File: src/hdl/psv_pkg.sv
// psv_pkg: constants and types for the startup sequencer and wiper logic
// assumes a 20 MHz core clock; analog comparators arrive asynchronously
package psv_pkg;
  localparam int unsigned CLK_HZ          = 20_000_000;
  localparam int unsigned LOAD_TIME_NS    = 120_000;
  localparam int unsigned SOFT_START_NS   = 500_000;
  localparam int unsigned CLK_PERIOD_NS   = 1_000_000_000 / CLK_HZ;
  // least times, rounded up to whole cycles
  localparam int unsigned LOAD_CYCLES     = (LOAD_TIME_NS + CLK_PERIOD_NS - 1) / CLK_PERIOD_NS;
  localparam int unsigned SOFT_CYCLES     = (SOFT_START_NS + CLK_PERIOD_NS - 1) / CLK_PERIOD_NS;
  localparam int unsigned WIPER_W         = 8;
  localparam logic [7:0]  WIPER_DEFAULT   = 8'h80;
  localparam logic [7:0]  WIPER_FULL      = 8'hFF;
  localparam logic [7:0]  PTR_NV_WORD     = 8'h00;
  localparam logic [7:0]  PTR_VOL_WORD    = 8'h80;
  localparam int unsigned PTR_SEL_BIT     = 7;
  localparam int unsigned TIMER_W         = 16;

  typedef enum logic [5:0] {
    PSV_ST_LOCKOUT = 6'b000001,
    PSV_ST_LOAD    = 6'b000010,
    PSV_ST_SOFT    = 6'b000100,
    PSV_ST_WAIT_EN = 6'b001000,
    PSV_ST_BOOST   = 6'b010000,
    PSV_ST_RUN     = 6'b100000
  } psv_state_t;

  // settled comparator levels
  typedef struct packed {
    logic lockout;
    logic rail_good;
    logic delay_charged;
  } psv_sense_t;

  // analog enables driven out
  typedef struct packed {
    logic ldo_enable;
    logic boost_enable;
    logic gate_pulse_release;
  } psv_ctrl_t;

  // wiper word write from the serial slave
  typedef struct packed {
    logic       write;
    logic       to_nv;
    logic [7:0] data;
  } psv_wr_t;
endpackage : psv_pkg

File: src/hdl/psv_seq.sv
// psv_seq: power-up sequencer plus common-voltage wiper word holder
// assumes a serial slave outside delivers wiper writes and error pulses,
// and analog blocks consume the enables and the sink-current code
`timescale 1ns/1ps

// Operation
// - wiper word of 8 bits gives 256 output steps
// - sink code is 255 minus wiper, larger code less current
// - wiper starts at 128 before any programming
// - serial bus error forces wiper back to 128, except during settings load where it is ignored
// - 120 us settings load after lockout clears, outputs stay off
// - logic regulator enabled only after load, 0.5 ms soft start
// - boost runs only while rail good and enable high together
// - gate pulse output low until delay node comparator trips
// - stored initial word copied into wiper during power-up
// - pointer defaults 00h after power-up; 80h selects volatile wiper
module psv_seq
  import psv_pkg::*;
#(
  parameter int unsigned LOAD_CNT = LOAD_CYCLES,
  parameter int unsigned SOFT_CNT = SOFT_CYCLES
) (
  input  wire logic         ref_clk_in,
  input  wire logic         reset_n_in,
  input  wire logic         clk_en_in,
  input  wire logic         lockout_in,
  input  wire logic         rail_good_in,
  input  wire logic         delay_charged_in,
  input  wire logic         ext_enable_in,
  input  wire logic [7:0]   stored_initial_wiper_in,
  input  wire logic         bus_error_in,
  input  wire psv_wr_t      wiper_wr_in,
  input  wire logic         ptr_wr_in,
  input  wire logic [7:0]   ptr_data_in,
  output psv_ctrl_t         ctrl_out,
  output logic [7:0]        wiper_out,
  output logic [7:0]        sink_code_out,
  output logic [7:0]        word_select_pointer_out,
  output logic              nv_write_out,
  output logic [7:0]        nv_data_out,
  output logic              load_done_out,
  output psv_state_t        state_out
);
  psv_sense_t           sense;
  logic [2:0]           sense_raw;
  psv_state_t           state_q;
  psv_state_t           state_d;
  logic [TIMER_W-1:0]   timer_q;
  logic [TIMER_W-1:0]   timer_d;
  logic [7:0]           wiper_q;
  logic [7:0]           wiper_d;
  logic [7:0]           ptr_q;
  logic [7:0]           ptr_d;
  logic                 nv_wr_q;
  logic                 nv_wr_d;
  logic [7:0]           nv_data_q;
  logic [7:0]           nv_data_d;
  psv_ctrl_t            ctrl_q;
  psv_ctrl_t            ctrl_d;
  logic                 ext_en_meta_q;
  logic                 ext_en_q;

  function automatic logic [7:0] sink_code(input logic [7:0] w);
    sink_code = WIPER_FULL - w;
  endfunction : sink_code

  function automatic logic [TIMER_W-1:0] cnt_val(input int unsigned c);
    cnt_val = TIMER_W'(c - 1);
  endfunction : cnt_val

  assign sense_raw = {lockout_in, rail_good_in, delay_charged_in};
  psv_sync #(.WIDTH(3)) u_sync (
    .ref_clk_in (ref_clk_in),
    .reset_n_in (reset_n_in),
    .clk_en_in  (clk_en_in),
    .async_in   (sense_raw),
    .rst_val_in (3'b100),
    .sync_out   (sense)
  );

  // enable pin is also external; synchronised inline
  always_ff @(posedge ref_clk_in or negedge reset_n_in) begin
    if (!reset_n_in) begin
      ext_en_meta_q <= 1'b0;
      ext_en_q      <= 1'b0;
    end else if (clk_en_in) begin
      ext_en_meta_q <= ext_enable_in;
      ext_en_q      <= ext_en_meta_q;
    end
  end

  always_comb begin
    state_d = state_q;
    timer_d = timer_q;
    unique case (state_q)
      PSV_ST_LOCKOUT: begin
        if (!sense.lockout) begin
          state_d = PSV_ST_LOAD;
          timer_d = cnt_val(LOAD_CNT);
        end
      end
      PSV_ST_LOAD: begin
        if (timer_q == '0) begin
          state_d = PSV_ST_SOFT;
          timer_d = cnt_val(SOFT_CNT);
        end else begin
          timer_d = timer_q - 1'b1;
        end
      end
      // soft-start interval of the logic regulator
      PSV_ST_SOFT: begin
        if (timer_q == '0) begin
          state_d = PSV_ST_WAIT_EN;
        end else begin
          timer_d = timer_q - 1'b1;
        end
      end
      PSV_ST_WAIT_EN: begin
        if (sense.rail_good && ext_en_q) begin
          state_d = PSV_ST_BOOST;
        end
      end
      PSV_ST_BOOST: begin
        if (!(sense.rail_good && ext_en_q)) begin
          state_d = PSV_ST_WAIT_EN;
        end else if (sense.delay_charged) begin
          state_d = PSV_ST_RUN;
        end
      end
      PSV_ST_RUN: begin
        if (!(sense.rail_good && ext_en_q)) begin
          state_d = PSV_ST_WAIT_EN;
        end
      end
      default: begin
        state_d = PSV_ST_LOCKOUT;
        timer_d = '0;
      end
    endcase
    // lockout returns to reset from any state
    if (sense.lockout) begin
      state_d = PSV_ST_LOCKOUT;
      timer_d = '0;
    end
  end

  always_comb begin
    ctrl_d.ldo_enable         = 1'b0;
    ctrl_d.boost_enable       = 1'b0;
    ctrl_d.gate_pulse_release = 1'b0;
    if ((state_d != PSV_ST_LOCKOUT) && (state_d != PSV_ST_LOAD)) begin
      ctrl_d.ldo_enable = 1'b1;
    end
    // boost gated by rail good and enable
    if ((state_d == PSV_ST_BOOST) || (state_d == PSV_ST_RUN)) begin
      ctrl_d.boost_enable = 1'b1;
    end
    // gate pulse held until delay node charged
    if (state_d == PSV_ST_RUN) begin
      ctrl_d.gate_pulse_release = 1'b1;
    end
  end

  always_comb begin
    wiper_d   = wiper_q;
    ptr_d     = ptr_q;
    nv_wr_d   = 1'b0;
    nv_data_d = nv_data_q;
    // lockout seen this cycle also blocks a pointer write landing with it
    if ((state_q == PSV_ST_LOCKOUT) || sense.lockout) begin
      wiper_d = WIPER_DEFAULT;
      ptr_d   = PTR_NV_WORD;
    end else if (state_q == PSV_ST_LOAD) begin
      // recall stored initial word at end of load
      if (timer_q == '0) begin
        wiper_d = stored_initial_wiper_in;
      end
    end else begin
      if (ptr_wr_in) begin
        ptr_d = ptr_data_in;
      end
      // volatile writes and stored writes both move the wiper
      if (wiper_wr_in.write) begin
        wiper_d = wiper_wr_in.data;
        if (!ptr_q[PTR_SEL_BIT]) begin
          nv_wr_d   = 1'b1;
          nv_data_d = wiper_wr_in.data;
        end
      end
      // bus error wins over a write in the same cycle
      if (bus_error_in) begin
        wiper_d = WIPER_DEFAULT;
        nv_wr_d = 1'b0;
      end
    end
  end

  always_ff @(posedge ref_clk_in or negedge reset_n_in) begin
    if (!reset_n_in) begin
      state_q   <= PSV_ST_LOCKOUT;
      timer_q   <= '0;
      wiper_q   <= WIPER_DEFAULT;
      ptr_q     <= PTR_NV_WORD;
      nv_wr_q   <= 1'b0;
      nv_data_q <= WIPER_DEFAULT;
      ctrl_q    <= '0;
    end else if (clk_en_in) begin
      state_q   <= state_d;
      timer_q   <= timer_d;
      wiper_q   <= wiper_d;
      ptr_q     <= ptr_d;
      nv_wr_q   <= nv_wr_d;
      nv_data_q <= nv_data_d;
      ctrl_q    <= ctrl_d;
    end
  end

  assign ctrl_out                = ctrl_q;
  assign wiper_out               = wiper_q;
  assign sink_code_out           = sink_code(wiper_q);
  assign word_select_pointer_out = ptr_q;
  assign nv_write_out            = nv_wr_q;
  assign nv_data_out             = nv_data_q;
  assign load_done_out           = ctrl_q.ldo_enable;
  assign state_out               = state_q;

  chk_load_len: assert property (@(posedge ref_clk_in) disable iff (!reset_n_in)
    $rose(ctrl_q.ldo_enable) |-> ($past(state_q) == PSV_ST_LOAD) && ($past(timer_q) == '0))
    else $error("regulator enabled before load finished");
  chk_load_start: assert property (@(posedge ref_clk_in) disable iff (!reset_n_in)
    ((state_q == PSV_ST_LOAD) && ($past(state_q) == PSV_ST_LOCKOUT))
      |-> (timer_q == cnt_val(LOAD_CNT)))
    else $error("load timer not started at full count");
  chk_ldo_after: assert property (@(posedge ref_clk_in) disable iff (!reset_n_in)
    ctrl_q.ldo_enable |-> (state_q != PSV_ST_LOCKOUT) && (state_q != PSV_ST_LOAD))
    else $error("regulator on in lockout or load");
  chk_boost_gate: assert property (@(posedge ref_clk_in) disable iff (!reset_n_in)
    $rose(ctrl_q.boost_enable) |-> $past(sense.rail_good) && $past(ext_en_q))
    else $error("boost started without rail and enable");
  chk_gate_hold: assert property (@(posedge ref_clk_in) disable iff (!reset_n_in)
    $rose(ctrl_q.gate_pulse_release) |-> $past(sense.delay_charged))
    else $error("gate output released early");
  chk_err_default: assert property (@(posedge ref_clk_in) disable iff (!reset_n_in)
    (bus_error_in && clk_en_in && state_q != PSV_ST_LOAD) |=> (wiper_q == WIPER_DEFAULT))
    else $error("wiper not restored after bus error");
  chk_sink_code: assert property (@(posedge ref_clk_in) disable iff (!reset_n_in)
    (sink_code_out + wiper_out) == WIPER_FULL)
    else $error("sink code mismatch");
  chk_recall: assert property (@(posedge ref_clk_in) disable iff (!reset_n_in)
    (state_q == PSV_ST_LOAD && timer_q == '0 && clk_en_in && !sense.lockout)
      |=> (wiper_q == $past(stored_initial_wiper_in)))
    else $error("stored word not recalled");
  chk_lockout_rst: assert property (@(posedge ref_clk_in) disable iff (!reset_n_in)
    (sense.lockout && clk_en_in) |=> (state_q == PSV_ST_LOCKOUT) && (ptr_q == PTR_NV_WORD)
      ##1 (!clk_en_in || !ctrl_q.ldo_enable))
    else $error("lockout did not reset sequencer");
endmodule : psv_seq

File: src/hdl/psv_sync.sv
// psv_sync: two-flop synchroniser bank for asynchronous comparator levels
// assumes inputs are slow analog levels; no pulses shorter than a cycle
`timescale 1ns/1ps
module psv_sync #(
  parameter int unsigned WIDTH = 3
) (
  input  wire logic             ref_clk_in,
  input  wire logic             reset_n_in,
  input  wire logic             clk_en_in,
  input  wire logic [WIDTH-1:0] async_in,
  input  wire logic [WIDTH-1:0] rst_val_in,
  output logic      [WIDTH-1:0] sync_out
);
  logic [WIDTH-1:0] meta_q;
  logic [WIDTH-1:0] meta_d;
  logic [WIDTH-1:0] sync_q;
  logic [WIDTH-1:0] sync_d;

  // bits whose reset level is low are held inverted, so the flops reset to a constant
  always_comb begin
    meta_d = clk_en_in ? (async_in ^ ~rst_val_in) : meta_q;
    sync_d = clk_en_in ? meta_q : sync_q;
  end

  // reset to all ones: lockout asserted, others read as inactive by caller
  always_ff @(posedge ref_clk_in or negedge reset_n_in) begin
    if (!reset_n_in) begin
      meta_q <= '1;
      sync_q <= '1;
    end else begin
      meta_q <= meta_d;
      sync_q <= sync_d;
    end
  end

  assign sync_out = sync_q ^ ~rst_val_in;
endmodule : psv_sync

File: config.mk
export PLATFORM = sky130hd
export DESIGN_NAME = psv_seq
export DESIGN_NICKNAME = d
export VERILOG_FILES = /design/src/hdl/psv_pkg.sv /design/src/hdl/psv_seq.sv /design/src/hdl/psv_sync.sv
export SDC_FILE = /design/constraint.sdc
export NUM_CORES = 1
export LEC_CHECK = 0
export CAP_MARGIN = 20
export CORE_ASPECT_RATIO = 0.5
export CORE_MARGIN = 2
export CORE_UTILIZATION = 25
export CTS_CLUSTER_DIAMETER = 30
export DETAILED_ROUTE_END_ITERATION = 8
export DONT_BUFFER_PORTS = 1
export PLACE_DENSITY = 0.42
export SLEW_MARGIN = 20
export SYNTH_ARGS = -nofsm -noshare
export SYNTH_HDL_FRONTEND = slang
export SYNTH_SLANG_ARGS = --single-unit
File: constraint.sdc
create_clock -name ref_clk_in -period 5.7 [get_ports ref_clk_in]
set_clock_uncertainty 0.05 [all_clocks]
set_input_delay 0.285 -clock ref_clk_in [delete_from_list [all_inputs] [get_ports ref_clk_in]]
set_output_delay 0.285 -clock ref_clk_in [all_outputs]
set_load 0.01 [all_outputs]
* After elaboration in Yosys (flattened, before gate mapping) *
Index checks and enable logic that the tools add are counted.

word-level totals
  register bits after elaboration = 58
  bits of input ports = 35
  word-level logic and storage cells = 74

operators by class
  add/sub/neg operators = 2
  equal/unequal tests = 14
  muxes and demuxes = 28
  bitwise logic cells = 5
  reduce and logical (&&, ||, !) cells = 12

operators by type and width
  cell                                                                     count
  8-bit two-way mux                                                        8
  16-bit case mux with 4 select lines                                      1
  16-bit two-way mux                                                       3
  6-bit two-way mux                                                        7
  6-bit case mux with 6 select lines                                       1
  16-bit zero test                                                         1
  16-bit by 1-bit subtractor with 16-bit output, second input constant     1
  6-bit by 5-bit == test with 1-bit output, second input constant          2
  6-bit == test, second input constant                                     2
  3-bit AND reduction                                                      3
  1-bit two-way mux                                                        8
  8-bit subtractor, first input constant                                   1
  6-bit by 1-bit == test with 1-bit output, second input constant          1
  6-bit by 2-bit == test with 1-bit output, second input constant          1
  6-bit by 3-bit == test with 1-bit output, second input constant          1
  6-bit by 4-bit == test with 1-bit output, second input constant          1
  6-bit by 1-bit inequality test with 1-bit output, second input constant  1
  6-bit by 2-bit inequality test with 1-bit output, second input constant  1
  5-bit AND reduction                                                      1
  2-bit NOT                                                                2
  4-bit nonzero test                                                       1
  3-bit by 2-bit inequality test with 1-bit output, second input constant  1
  3-bit inequality test, second input constant                             1
  1-bit NOT                                                                3
  other kinds (6)                                                          8

* Logic depth before layout (Yosys ltp) *
  depth after elaboration = 8
  gate-level depth with buffers = 8

* By module *
A second synthesis with hierarchy kept.

second synthesis, totals
  cell total of the unflattened synthesis = 326
  area, all modules = 3,269.4 µm²

modules (own cells, without submodules)
  module    instances  cells each  area an instance (µm²)  seq. area each (µm²)
  psv_seq   1          307         2,969.1                 1,305.0
  psv_sync  1          19          300.3                   157.7

* Least setup slack after synthesis *
No wires, ideal clock.

  path type = register -> register
  start = reg state_q[3] (netlist: state_out[3])
  end = reg nv_data_q[0] (netlist: nv_data_out[0])
  library setup time = 0.125 ns
  data arrival time = 1.882 ns
  required time = 5.525 ns
  path slack = 3.642 ns
  cell stages (with the launch flop) = 8
  path buffers = 3
  path through = dfrtp_1 buf_2 nor4_2 a21o_1 buf_6 or4_4 buf_6 mux2_4

between the ends
  longest elaborated chain between the ends = 4
  elaborated cells between the ends (all ways) = 6
  classes of those cells = eq/ne (2); bitwise (2); reduce/logical (2)

RTL lines
  element                                   RTL line        text
  from (decl)                               psv_seq.sv:46   psv_state_t state_q;
  from (signal assigned)                    psv_seq.sv:208  state_q <= state_d;
  6-bit by 1-bit == test with 1-bit output  psv_seq.sv:170  if ((state_q == PSV_ST_LOCKOUT) || sense.lockout) begin
  1-bit logical OR                          psv_seq.sv:170
  1-bit NOT (no line)                       --
  5-bit AND reduction (no line) (*)         --
  to (signal assigned)                      psv_seq.sv:213  nv_data_q <= nv_data_d;
  to (decl)                                 psv_seq.sv:56   logic [7:0] nv_data_q;

Mark *: on every way between the ends. The rest lies on a longest branch, timed or not.
A chain may end at the register's enable or synchronous reset.

* Worst setup path after layout *
  start = reg state_q[2] (netlist: state_out[2])
  end = reg wiper_q[0] (netlist: wiper_out[0])

between the ends
  longest elaborated chain between the ends = 4
  elaborated cells between the ends (all ways) = 8
  classes of those cells = eq/ne (3); mux (2); reduce/logical (3)

RTL lines
  element                                                                       RTL line        text
  6-bit by 1-bit == test with 1-bit output                                      psv_seq.sv:170
  1-bit logical OR                                                              psv_seq.sv:170
  3-bit inequality test (no line) / 4-bit nonzero test (equally long branches)  --
  3-bit AND reduction (no line)                                                 --
  to (signal assigned)                                                          psv_seq.sv:210  wiper_q <= wiper_d;
  to (decl)                                                                     psv_seq.sv:50   logic [7:0] wiper_q;

Parallel ways exist; a longest one is shown, timed or not.

==> out/results.txt <==
After clock tree synthesis, the clock-pin slew on the worst setup and hold paths is 50 ps. The number of clock buffers added by TritonCTS is 9. The largest single stage delay on the critical path is 580 ps. For the number of remaining DRC errors, the log shows 0.

Sorting the synthesized cells by area gives the leading types as dfrtp_1 (37%), dfstp_2 (7.2%), mux2_2 (4.8%). The total routed wire length on the met1 layer came out at 4420 µm. The area share of the leading cell type in the synthesized netlist was 0.3738. The worst register-to-register path begins at state_out[2]$_DFFE_PN0P_. The logs give 8732 µm for the detailed-route wire length and 12740 µm² for the placeable core region.

Setup violations remaining at the end of the flow were counted as 0. The endpoint kind of the worst setup timing path is a flip-flop. TritonCTS built the clock tree.

For this run, the detailed router's first-pass iteration total came to 4. The worst-case vdd ir drop was 0.0001707 V. The adder and majority gate portion of the synthesized area works out to 0.003814. The mean instance size in the synthesized netlist works out to 9.793 µm². First-pass GRT wire length: 14350 µm. Counting instances in the post-synthesis netlist gives the leading cell types as dfrtp_1 (49), nand2_1 (35), inv_1 (22). The synthesized design spends more area on one cell type than any other, namely dfrtp_1.

The wire-length estimate of the detail-placed layout is 6154 µm. The logs give 0.4458 for the register area share after synthesis and 0.7759 for the global placer's final weighted congestion. The tool flagged a number of max-cap violations equal to 0.

Final worst-path cycle share: 0.4634. The completed layout was analyzed and its total power is 1.649 mW. The portion of netlist area occupied by mux cells was 0.09077. The run gives 0.3722 as the remaining max-slew budget at the tightest pin. The tools report the buffer type at the clock tree root as clkbuf_16. After detailed routing, the number of vias per cell comes to 5.145. The kind of path behind the tightest hold check is input pin to flip-flop. Among cell families on the critical path, the largest total delay comes from simple AND/OR/NAND/NOR gates. In this run the power density over the cells is 436.1 nW/µm². The cell count after placement was 487; the setup TNS after final layout was 0 ps. After clock tree synthesis, the setup repair step added 0 buffers.

Among all flip-flop cells after synthesis, the most frequent one is dfrtp_1. The cell with the biggest individual delay on the critical path is dfrtp_1. Row generation in the floorplan step produced 29 rows. The mean routed wirelength per cell is 17.09 µm. The count of cells in the finished layout, fillers not included, comes to 511. The floorplan die area is 14110 µm², and the number of enable flip-flop cells after synthesis is 0. Setup repair after global routing left no endpoint under its margin.

The pin count of the biggest net entering global routing was 59. Data arrives at the worst endpoint at 2800 ps. The count of state elements after synthesis was 58.

Startpoint of the lowest-slack hold path: clk_en_in. Yosys warning count: 0. The largest family of logic cells by synthesized area was simple AND/OR/NAND/NOR gates.

Among all cell types in the netlist, the one instantiated most often is dfrtp_1. Measured along the y axis, the die boundary spans 85 µm. The signal on the critical path passes through nor3b_1, and2_1, o21ai_0, o21ai_2, mux2_2. The post-synthesis xor/xnor area fraction is 0.008009, and the leakage power is 1.603 nW. The final layout net count was 372. The worst setup path is launched from a flip-flop. The initial standard-cell utilization of the core is 0.2576. The critical path contains buffers and inverters numbering 0 combined. Worst setup path category: flip-flop to flip-flop. The distinct cell type count of the synthesized netlist was 57; the number of instances in the synthesized netlist was 335. The synthesized-area fraction occupied by ao, oa, aoi and oai cells is 0.1918, and the initial antenna violation count is 0. The mapped cell area is 3281 µm². The maximum level of the CTS H-tree is 3, and the count of buffers inserted at the top-level ports is 0.

The tools report the routed length on met2 as 3842 µm. Summed over all nets, wire length on met3 after detailed routing comes to 363 µm. The global-route usage over all layers is 0.1285, and the final critical-path required period is 2641 ps.

The share of cells above drive strength 1 was 0.1789; the required time of the worst setup path was 5860 ps. The buffer depth of the longest clock path was 2; the number of DRC violations after detailed-routing iteration 0 was 132. When the netlist entered floorplanning its net count stood at 371. The run gives 0 as the number of cells upsized or downsized after cts. The final count of pins violating max slew was 0; the final hold violation count was 0. The count of nets left with antenna violations after detail routing came out at 0. Summed over all layers, the global routing overflow is 0. The number of global-route vias before repair was 2703. The detailed router placed 2629 vias in this run.

The async set or reset register ratio after synthesis is 1.000. Top layer reached by signal wires: met4. The later pin in the worst-skew pair is clocked with a latency of 320 ps. 0 antenna diodes ended up in the layout. The area growth from synthesis to layout was 15.26%; the count of clock tree sinks was 58. The highest clock frequency the design can meet is 378.6 MHz, and the x dimension of the die is 166.0 µm. The flow ran to the end, and the final reports show no timing, DRC or antenna violations.

The simple-gate portion of the synthesized area is 0.2018. Along the worst path, the maximum fanout reaches 13. Number of top-level pins: 78.

The tools report the timing startpoint of the critical path as state_out[2]$_DFFE_PN0P_. The actual transition at the worst max-transition pin works out to 935.4 ps.
kinds of logic after synthesis:
kind of cell / count (synthesis)
buf+inv: 41
simple gates: 116
mux: 24
compound gates: 92
flops: 58
fa+ha+maj: 1
xor+xnor: 3
flip-flops by register name, indices dropped and copies added, names as in the netlist:
register / cells
ctrl_out: 2
state_out: 6
nv_data_out: 8
ext_en_q: 1
nv_write_out: 1
u_sync.sync_q: 3
ext_en_meta_q: 1
u_sync.meta_q: 3
timer_q: 16
load_done_out: 1
word_select_pointer_out: 8
wiper_out: 8
area by class of cell:
type	instances	area [µm²]
clock buffers	14	284.0
fillers	1304	8955
well taps	170	212.7
clock inverters	2	10.01
multi-input cells	236	1628
inverters	23	86.33
flip-flops and latches	58	1463
repair buffers	8	97.59
metrics by stage:
| step | setup slack (ps) | hold slack (ps) | util | instance area [µm²] |
|---|---|---|---|---|
| final | 3059 | 25.06 | 0.2969 | 3781 |
| after global placement | 3069 | -57.27 | 0.2661 | 3390 |
| after floorplan | 3642 | -60.59 | - | 3281 |
| after global routing | 2839 | 19.36 | 0.2969 | 3781 |
| after detailed placement | 3011 | -57.14 | 0.2661 | 3390 |
| after CTS | 2992 | 13.27 | 0.2969 | 3781 |
metal layers:
layer | GRT usage | vias to the layer above
met2 | 0.2011 | 46
met5 | 0 | -
li1 | - | 1233
met4 | 0.04111 | 0
met3 | 0.04104 | 10
met1 | 0.1702 | 1340
cell usage in the layout, fill, tap and decap left out, types with 6 or more instances in the layout:
master,n
dfstp_2,9
clkbuf_16,9
inv_1,22
dfrtp_1,49
o21ai_0,20
nand2_1,35
nor3_1,6
nand3b_1,11
mux2_2,14
dlygate4sd3_1,7
nor2_1,18
nand3_1,8
mux2_4,8
a21oi_1,17
o22ai_1,12
where the power goes:
group / internal, mW / switching [mW] / leakage, nW
clock network: 0.340 / 0.184 / 0.149
logic: 0.215 / 0.285 / 0.713
registers: 0.505 / 0.120 / 0.741
total: 1.06 / 0.589 / 1.60
path summary, 6_finish.rpt:
kind | endpoint | slack (ps) | cells after the start
setup / recovery | wiper_out[0]$_DFFE_PN0P_ | 3060 | 5
hold / removal | state_out[5]$_DFFE_PN0P_ | 30 | 1
setup reg to reg | wiper_out[0]$_DFFE_PN0P_ | 3060 | 5
hold reg to reg | u_sync.sync_q[2]$_DFFE_PN1P_ | 440 | 2
max in group asynchronous | state_out[0]$_DFFE_PN1P_ | 4860 | 2
min in group asynchronous | timer_q[5]$_DFFE_PN0P_ | 450 | 2
worst register-to-register path: cells and delay by family, from the launching register on:
kind	cells	cell delay (ps)
mux	1	390
flops	1	580
simple gates	2	870
compound gates	2	630
timing repair:
item,in CTS,in global routing
hold buffers,8,0
setup endpoints to repair,0,0
endpoints found under the hold margin,65,0
Power figures use the tool's default switching activity.
